File: src/inc/watchdog_defs.vh
`ifndef WATCHDOG_DEFS_VH
`define WATCHDOG_DEFS_VH

// Register indices; byte address is four times the index
`define WD_IDX_CTL        12'hff0
`define WD_IDX_UPPER      12'hff1
`define WD_IDX_HIGH       12'hff2
`define WD_IDX_LOW        12'hff3
`define WD_IDX_INT_STAT   12'hff4
`define WD_IDX_INT_MASK   12'hff5

// Control register fields
`define WD_CTL_EN_BIT     0
`define WD_CTL_STOP_BIT   5
`define WD_CTL_FLAG_BIT   6

// Interrupt status and mask fields
`define WD_INT_TMO_BIT    0
`define WD_INT_RST_BIT    1
`define WD_INT_SMR_BIT    2

// Reset values
`define WD_RELOAD_RST     8'hff
`define WD_RES_DEFAULT    1'b1
`define WD_MASK_RST       3'h0

// Core reset hold, in oscillator and system clock cycles
`define WD_OSC_HOLD       66
`define WD_SYS_HOLD       16

// Counter width
`define WD_CNT_W          24

`endif

File: src/design/watchdog_timer.v
// Function
// - Reset-select time-out in normal/halt requests reset
// - Unprogrammed option bit selects reset response
// - Watchdog reset sets control status flag
// - First enable loads counter from reload
// - Counter decrements once per oscillator cycle
// - Refresh reloads counter, counting then resumes
// - Debug mode keeps counter continuously refreshed
// - Zero reached means time-out; option picks response
// - Interrupt response: request pulse plus status flag
// - Interrupt time-out wraps to all ones
// - Stop-mode reset response gives stop recovery
// - Stop time-out sets status and stop flags
// - Counter keeps running during stop mode
// - Counter 24 bits; reload four or more
// - Three reload bytes after control, reset ones
// - Core reset held 66 osc plus 16 clocks
// - Stop recovery touches control and interrupt status registers
//
// Local design decisions: register access over AHB-Lite and the address map.
`include "watchdog_defs.vh"
`default_nettype none

module watchdog_timer #(
  parameter       CNT_W    = `WD_CNT_W,
  parameter [6:0] OSC_HOLD = `WD_OSC_HOLD,
  parameter [6:0] SYS_HOLD = `WD_SYS_HOLD
) (
  // Clock, reset, enable
  input  wire        ref_clk_i,
  input  wire        rst_n_i,
  input  wire        ce_i,
  // AHB-Lite slave
  input  wire        hsel_i,
  input  wire [31:0] haddr_i,
  input  wire [1:0]  htrans_i,
  input  wire        hwrite_i,
  input  wire [2:0]  hsize_i,
  input  wire [31:0] hwdata_i,
  input  wire        hready_i,
  output wire        hreadyout_o,
  output wire        hresp_o,
  output wire [31:0] hrdata_o,
  // Oscillator pin and option bit
  input  wire        wdt_osc_i,
  input  wire        timeout_reset_select_i,
  // Core status
  input  wire        refresh_i,
  input  wire        debug_mode_i,
  input  wire        stop_mode_i,
  // Responses
  output wire        irq_req_o,
  output wire        sys_reset_req_o,
  output wire        stop_recovery_o,
  output wire        core_reset_o,
  output wire        irq_o
);

  localparam [1:0] H_IDLE = 2'd0;
  localparam [1:0] H_OSC  = 2'd1;
  localparam [1:0] H_SYS  = 2'd2;
  localparam [6:0] OSC_LAST = OSC_HOLD - 7'h01;
  localparam [6:0] SYS_LAST = SYS_HOLD - 7'h01;
  localparam [CNT_W-1:0] CNT_ONE = {{(CNT_W-1){1'b0}}, 1'b1};

  function hit;
    input [11:0] idx;
    input [11:0] ref_idx;
    begin
      hit = (idx == ref_idx);
    end
  endfunction

  reg             osc_s1_reg;
  reg             osc_s2_reg;
  reg             osc_s3_reg;
  reg             opt_reg;
  reg             opt_taken_reg;
  reg             en_reg;
  reg             en_d_reg;
  reg             flag_reg;
  reg             stop_flag_reg;
  reg [7:0]       upper_reg;
  reg [7:0]       high_reg;
  reg [7:0]       low_reg;
  reg [CNT_W-1:0] cnt_reg;
  reg [2:0]       int_stat_reg;
  reg [2:0]       int_mask_reg;
  reg [1:0]       hold_state_reg;
  reg [6:0]       hold_cnt_reg;
  reg             core_reset_reg;
  reg             irq_req_reg;
  reg             sys_reset_req_reg;
  reg             stop_recovery_reg;
  reg             irq_reg;
  reg             wr_pend_reg;
  reg [11:0]      wr_idx_reg;
  reg [31:0]      hrdata_reg;
  reg [31:0]      rd_val;
  reg [2:0]       int_stat_next;

  wire            tick;
  wire            reload_now;
  wire [CNT_W-1:0] reload_val;
  wire            tmo;
  wire            tmo_int;
  wire            tmo_rst;
  wire            tmo_smr;
  wire            addr_ok;
  wire [11:0]     a_idx;
  wire [7:0]      wbyte;

  assign tick       = osc_s2_reg & ~osc_s3_reg;
  assign reload_val = {upper_reg, high_reg, low_reg};
  assign reload_now = (en_reg & ~en_d_reg) | refresh_i | debug_mode_i;
  assign tmo        = en_reg & tick & ~reload_now &
                      (cnt_reg == CNT_ONE);
  assign tmo_int    = tmo & ~opt_reg;
  assign tmo_rst    = tmo & opt_reg & ~stop_mode_i &
                      (hold_state_reg == H_IDLE);
  assign tmo_smr    = tmo & opt_reg & stop_mode_i &
                      (hold_state_reg == H_IDLE);
  assign addr_ok    = hsel_i & htrans_i[1] & hready_i;
  assign a_idx      = haddr_i[13:2];
  assign wbyte      = hwdata_i[7:0];

  // Register read mux
  always @* begin
    rd_val = 32'h0000_0000;
    if (hit(a_idx, `WD_IDX_CTL)) begin
      rd_val[`WD_CTL_FLAG_BIT] = flag_reg;
      rd_val[`WD_CTL_STOP_BIT] = stop_flag_reg;
      rd_val[`WD_CTL_EN_BIT]   = en_reg;
    end else if (hit(a_idx, `WD_IDX_UPPER)) begin
      rd_val[7:0] = upper_reg;
    end else if (hit(a_idx, `WD_IDX_HIGH)) begin
      rd_val[7:0] = high_reg;
    end else if (hit(a_idx, `WD_IDX_LOW)) begin
      rd_val[7:0] = low_reg;
    end else if (hit(a_idx, `WD_IDX_INT_STAT)) begin
      rd_val[2:0] = int_stat_reg;
    end else if (hit(a_idx, `WD_IDX_INT_MASK)) begin
      rd_val[2:0] = int_mask_reg;
    end
  end

  // Interrupt status: write one clears, a new event wins
  always @* begin
    int_stat_next = int_stat_reg;
    if (wr_pend_reg && hit(wr_idx_reg, `WD_IDX_INT_STAT)) begin
      int_stat_next = int_stat_next & ~wbyte[2:0];
    end
    if (tmo_int) begin
      int_stat_next[`WD_INT_TMO_BIT] = 1'b1;
    end
    if (tmo_rst) begin
      int_stat_next[`WD_INT_RST_BIT] = 1'b1;
    end
    if (tmo_smr) begin
      int_stat_next[`WD_INT_SMR_BIT] = 1'b1;
    end
  end

  // Bus slave, oscillator sync, option capture
  always @(posedge ref_clk_i) begin
    if (!rst_n_i) begin
      osc_s1_reg    <= 1'b0;
      osc_s2_reg    <= 1'b0;
      osc_s3_reg    <= 1'b0;
      opt_reg       <= `WD_RES_DEFAULT;
      opt_taken_reg <= 1'b0;
      wr_pend_reg   <= 1'b0;
      wr_idx_reg    <= 12'h000;
      hrdata_reg    <= 32'h0000_0000;
    end else if (ce_i) begin
      osc_s1_reg <= wdt_osc_i;
      osc_s2_reg <= osc_s1_reg;
      osc_s3_reg <= osc_s2_reg;
      if (!opt_taken_reg) begin
        opt_reg       <= timeout_reset_select_i;
        opt_taken_reg <= 1'b1;
      end
      wr_pend_reg <= addr_ok & hwrite_i;
      if (addr_ok) begin
        wr_idx_reg <= a_idx;
      end
      if (addr_ok && !hwrite_i) begin
        hrdata_reg <= rd_val;
      end
    end
  end

  // Software registers and status flags
  always @(posedge ref_clk_i) begin
    if (!rst_n_i) begin
      en_reg        <= 1'b0;
      en_d_reg      <= 1'b0;
      flag_reg      <= 1'b0;
      stop_flag_reg <= 1'b0;
      upper_reg     <= `WD_RELOAD_RST;
      high_reg      <= `WD_RELOAD_RST;
      low_reg       <= `WD_RELOAD_RST;
      int_stat_reg  <= 3'h0;
      int_mask_reg  <= `WD_MASK_RST;
      irq_reg       <= 1'b0;
    end else if (ce_i) begin
      en_d_reg <= en_reg;
      if (wr_pend_reg) begin
        if (hit(wr_idx_reg, `WD_IDX_CTL)) begin
          en_reg <= wbyte[`WD_CTL_EN_BIT];
        end else if (hit(wr_idx_reg, `WD_IDX_UPPER)) begin
          upper_reg <= wbyte;
        end else if (hit(wr_idx_reg, `WD_IDX_HIGH)) begin
          high_reg <= wbyte;
        end else if (hit(wr_idx_reg, `WD_IDX_LOW)) begin
          low_reg <= wbyte;
        end else if (hit(wr_idx_reg, `WD_IDX_INT_MASK)) begin
          int_mask_reg <= wbyte[2:0];
        end
      end
      // Flags clear by writing one; a time-out in the same cycle wins
      if (tmo_int | tmo_rst | tmo_smr) begin
        flag_reg <= 1'b1;
      end else if (wr_pend_reg && hit(wr_idx_reg, `WD_IDX_CTL) &&
                   wbyte[`WD_CTL_FLAG_BIT]) begin
        flag_reg <= 1'b0;
      end
      if (tmo_smr) begin
        stop_flag_reg <= 1'b1;
      end else if (wr_pend_reg && hit(wr_idx_reg, `WD_IDX_CTL) &&
                   wbyte[`WD_CTL_STOP_BIT]) begin
        stop_flag_reg <= 1'b0;
      end
      int_stat_reg <= int_stat_next;
      irq_reg      <= |(int_stat_next & int_mask_reg);
    end
  end

  // Down counter; runs regardless of stop mode
  always @(posedge ref_clk_i) begin
    if (!rst_n_i) begin
      cnt_reg <= {CNT_W{1'b1}};
    end else if (ce_i) begin
      if (en_reg && reload_now) begin
        cnt_reg <= reload_val;
      end else if (en_reg && tick) begin
        if (cnt_reg == {CNT_W{1'b0}} && opt_reg) begin
          cnt_reg <= reload_val;
        end else begin
          cnt_reg <= cnt_reg - CNT_ONE;
        end
      end
    end
  end

  // Response pulses and core reset hold
  always @(posedge ref_clk_i) begin
    if (!rst_n_i) begin
      irq_req_reg       <= 1'b0;
      sys_reset_req_reg <= 1'b0;
      stop_recovery_reg <= 1'b0;
      hold_state_reg    <= H_IDLE;
      hold_cnt_reg      <= 7'h00;
      core_reset_reg    <= 1'b0;
    end else if (ce_i) begin
      irq_req_reg       <= tmo_int;
      sys_reset_req_reg <= tmo_rst;
      stop_recovery_reg <= tmo_smr;
      case (hold_state_reg)
        H_IDLE: begin
          if (tmo_rst | tmo_smr) begin
            hold_state_reg <= H_OSC;
            hold_cnt_reg   <= 7'h00;
            core_reset_reg <= 1'b1;
          end
        end
        H_OSC: begin
          if (tick) begin
            if (hold_cnt_reg == OSC_LAST) begin
              hold_state_reg <= H_SYS;
              hold_cnt_reg   <= 7'h00;
            end else begin
              hold_cnt_reg <= hold_cnt_reg + 7'h01;
            end
          end
        end
        H_SYS: begin
          if (hold_cnt_reg == SYS_LAST) begin
            hold_state_reg <= H_IDLE;
            core_reset_reg <= 1'b0;
          end else begin
            hold_cnt_reg <= hold_cnt_reg + 7'h01;
          end
        end
        default: begin
          hold_state_reg <= H_IDLE;
          core_reset_reg <= 1'b0;
        end
      endcase
    end
  end

  assign hreadyout_o     = 1'b1;
  assign hresp_o         = 1'b0;
  assign hrdata_o        = hrdata_reg;
  assign irq_req_o       = irq_req_reg;
  assign sys_reset_req_o = sys_reset_req_reg;
  assign stop_recovery_o = stop_recovery_reg;
  assign core_reset_o    = core_reset_reg;
  assign irq_o           = irq_reg;

endmodule // watchdog_timer

`default_nettype wire

File: config.mk
export PLATFORM = sky130hd
export DESIGN_NAME = watchdog_timer
export DESIGN_NICKNAME = d
export VERILOG_FILES = /design/src/design/watchdog_timer.v
export VERILOG_INCLUDE_DIRS = /design/src /design/src/inc
export SDC_FILE = /design/constraint.sdc
export NUM_CORES = 1
export LEC_CHECK = 0
export ABC_AREA = 1
export CAP_MARGIN = 20
export CORE_ASPECT_RATIO = 0.6
export CORE_UTILIZATION = 40
export DETAILED_ROUTE_END_ITERATION = 6
export DONT_BUFFER_PORTS = 1
export GPL_TIMING_DRIVEN = 0
export MAX_ROUTING_LAYER = met4
export SKIP_LAST_GASP = 1
export SYNTH_ARGS = -nofsm -noshare
export SYNTH_HDL_FRONTEND = slang
export SYNTH_SLANG_ARGS = --single-unit
File: constraint.sdc
create_clock -name ref_clk_i -period 2.1 [get_ports ref_clk_i]
set_input_delay 0.42 -clock ref_clk_i [delete_from_list [all_inputs] [get_ports ref_clk_i]]
set_output_delay 0.42 -clock ref_clk_i [all_outputs]
set_load 0.02 [all_outputs]
==> summary.txt <==
CTS sink count - 98
Crit end category - flip-flop
Layout cells sized above 1 - 12.8%
Via/cell ratio - 5.42
GP Congestion - 0.957
Remaining DRCs - 0
Global-route congestion overflow total - 0
Worst Path Max Fanout - 10
Post-synthesis instance area - 0.00531 mm²
Row cnt - 32
Leak - 2.78 nW
WP data required - 2310 ps
Yosys top cell by area - dfxtp_1
Count leader, synth - nand2_1
Max FFs per register - 24
Post-DR wirelength/cell - 16.6 µm
Skew final - 8.95 ps
Hold Path Stages - 2
Htree depth - 3
Sequential fraction of the synthesis area - 36.9%
Post-Syn Area per Cell - 6.96 µm²
Root buffer cell - clkbuf_16
Worst Setup Start Kind - flip-flop
IO buf count - 0
TritonCTS clock tree - done
Top_reg_cell synth - dfxtp_1
WL final - 16.4 mm
Via count - 5,332
Fin nets - 898
Final setup violation count - 0
Drt first pass iters - 5
Top post-synthesis cells by area - dfxtp_1, nand2_1, a21oi_1, inv_1, nor2_1
Max Clk Rate - 499 MHz
Detailed router's first-iteration violation count - 547
Tot GR Track Use - 25.2%
Post-synthesis cell count - 763
Top-area cell type share of the netlist area - 36.9%
Min Tclk post-route - 2000 ps
First-pass GRT wire length - 25.3 mm
Count of distinct cell types in the synthesized netlist - 42
Post-route ant nets - 0
Pin slew with the least headroom to its limit - 742 ps
Die area - 0.0138 mm²
Synth top cells by count - nand2_1, dfxtp_1, inv_1
Final Hold Viols - 0
Dpl hpwl - 12.6 mm
IO Pins - 119
Warnings from Yosys - 0
Slew Viols, Final - 0
VDD IR-drop max - 0.458 mV
Register area - 0.00196 mm²
DIE HEIGHT - 91.3 µm
Worst-skew pair later-pin latency - 350 ps
Initial antenna violation count - 0
Vias in the first global route - 4,545
Setup Crit Path Kind - flip-flop to flip-flop
Die outline width - 151 µm
Async set-reset flop share out of synthesis - 0%
CORE AREA - 0.0129 mm²
Num CTS Buffers - 9
Number of max-cap violations - 0
RSZ-0062 raised after global routing - true
Power, Total - 3.96 mW
Outcome - finished clean
Largest net degree at the start of global routing - 17
Hold Path Class - input port to flip-flop
Ant diodes - 0
Cell depth of the worst flop-to-flop path - 9
CP arrival - 2220 ps
Final period util - 95.4%
Yosys reg bits - 98
EDFF count, synth - 0
PD cells - 647 mW/mm²
Initial core utilization - 41.2%
Area of the multi-input gates - 0.00292 mm²
Fill count - 1,296
Worst-path clk slew - 70 ps
P&R area growth vs syn - 15.2%
Post-layout util - 47.4%
Min Hold Slack - 204 ps
CTS Buffer Depth - 2
Worst relative slew slack - 50.5%
Hold_buf cts - 0
==> metrics by stage <==
stage	setup slack [ps]	cells	area (µm²)	setup TNS, ps
5_1_grt	-40.7	984	6120	-89.8
2_1_floorplan	417	787	5400	0
3_5_place_dp	-382	957	5610	-4480
6_report	96.0	984	6120	0
3_3_place_gp	-350	957	5610	-4000
4_1_cts	-15.4	976	5980	-15.4
==> where the power goes <==
group | switching [mW] | leakage [nW] | internal, mW
Combinational | 0.224 | 1.84 | 0.105
Sequential | 0.0232 | 0.794 | 1.88
Clock | 0.766 | 0.145 | 0.957
==> cell usage in the layout, fill, tap and decap left out, types with 4 or more instances in the layout <==
master	instances
a21oi_1	73
buf_2	5
buf_4	39
clkbuf_1	14
clkbuf_16	9
conb_1	26
dfxtp_1	96
ha_1	9
inv_1	76
inv_2	9
nand2_1	146
nand2_2	4
nand3_1	39
nand4_1	20
nor2_1	73
nor2_2	4
nor2_4	6
nor3_1	10
o211ai_1	29
o21ai_0	50
o21ai_1	7
o221ai_1	4
xnor2_1	5
xor2_1	16
==> cell families (layout without fill, tap and decap cells) <==
kind of cell / count (synthesis) / after routing / synth area share [%]
compound gates: 177 / 177 / 19.3
xor+xnor: 21 / 21 / 3.46
fa+ha+maj: 9 / 9 / 2.12
buf+inv: 139 / 165 / 11.9
flops: 98 / 98 / 36.9
other cells: 2 / 26 / 0.141
simple gates: 317 / 318 / 26.1
==> per-layer routing <==
| layer | GRT usage [%] | vias up | part of all wire, % |
|---|---|---|---|
| met2 | 30.3 | 266 | 36 |
| li1 | - | 2587 | - |
| met5 | - | - | 0 |
| met4 | 4.75 | 0 | 0.67 |
| met1 | 39.7 | 2465 | 51 |
| met3 | 7.34 | 14 | 12 |
==> worst max-delay path: stages (launching register included) <==
cell     delay, ps
dfxtp_1        350
nor2_1         160
nand2_2        160
nor4_4         380
nand3_2        180
nand2_4        160
buf_4          180
a21oi_1        110
o21ai_1        100
nand3_1         80
==> final timing paths <==
kind / startpoint / endpoint / slack [ps]
max: cnt_reg[5]$_SDFFE_PN1P_ / cnt_reg[16]$_SDFFE_PN1P_ / 100
min: hwrite_i / wr_pend_reg$_SDFFE_PN0P_ / 200
max reg2reg: cnt_reg[5]$_SDFFE_PN1P_ / cnt_reg[16]$_SDFFE_PN1P_ / 100
min reg2reg: osc_s2_reg$_SDFFE_PN0P_ / osc_s3_reg$_SDFFE_PN0P_ / 460
==> cell type report <==
class,instances,area share (%)
multi-input cells,551,47.7
flip-flops and latches,98,32.1
inverters,86,5.28
plain buffers,52,5.14
clock buffers,10,3.91
well taps,170,3.48
repair buffers,11,1.35
clock inverters,6,1.04
==> what timing repair did <==
item,4_1_cts,5_1_grt
pin swaps,2,5
buffers inserted,3,8
cloned,0,1
endpoints found under the setup margin,28,50
gates resized for setup,8,25
Note: power is estimated with default switching activity, not from simulation.
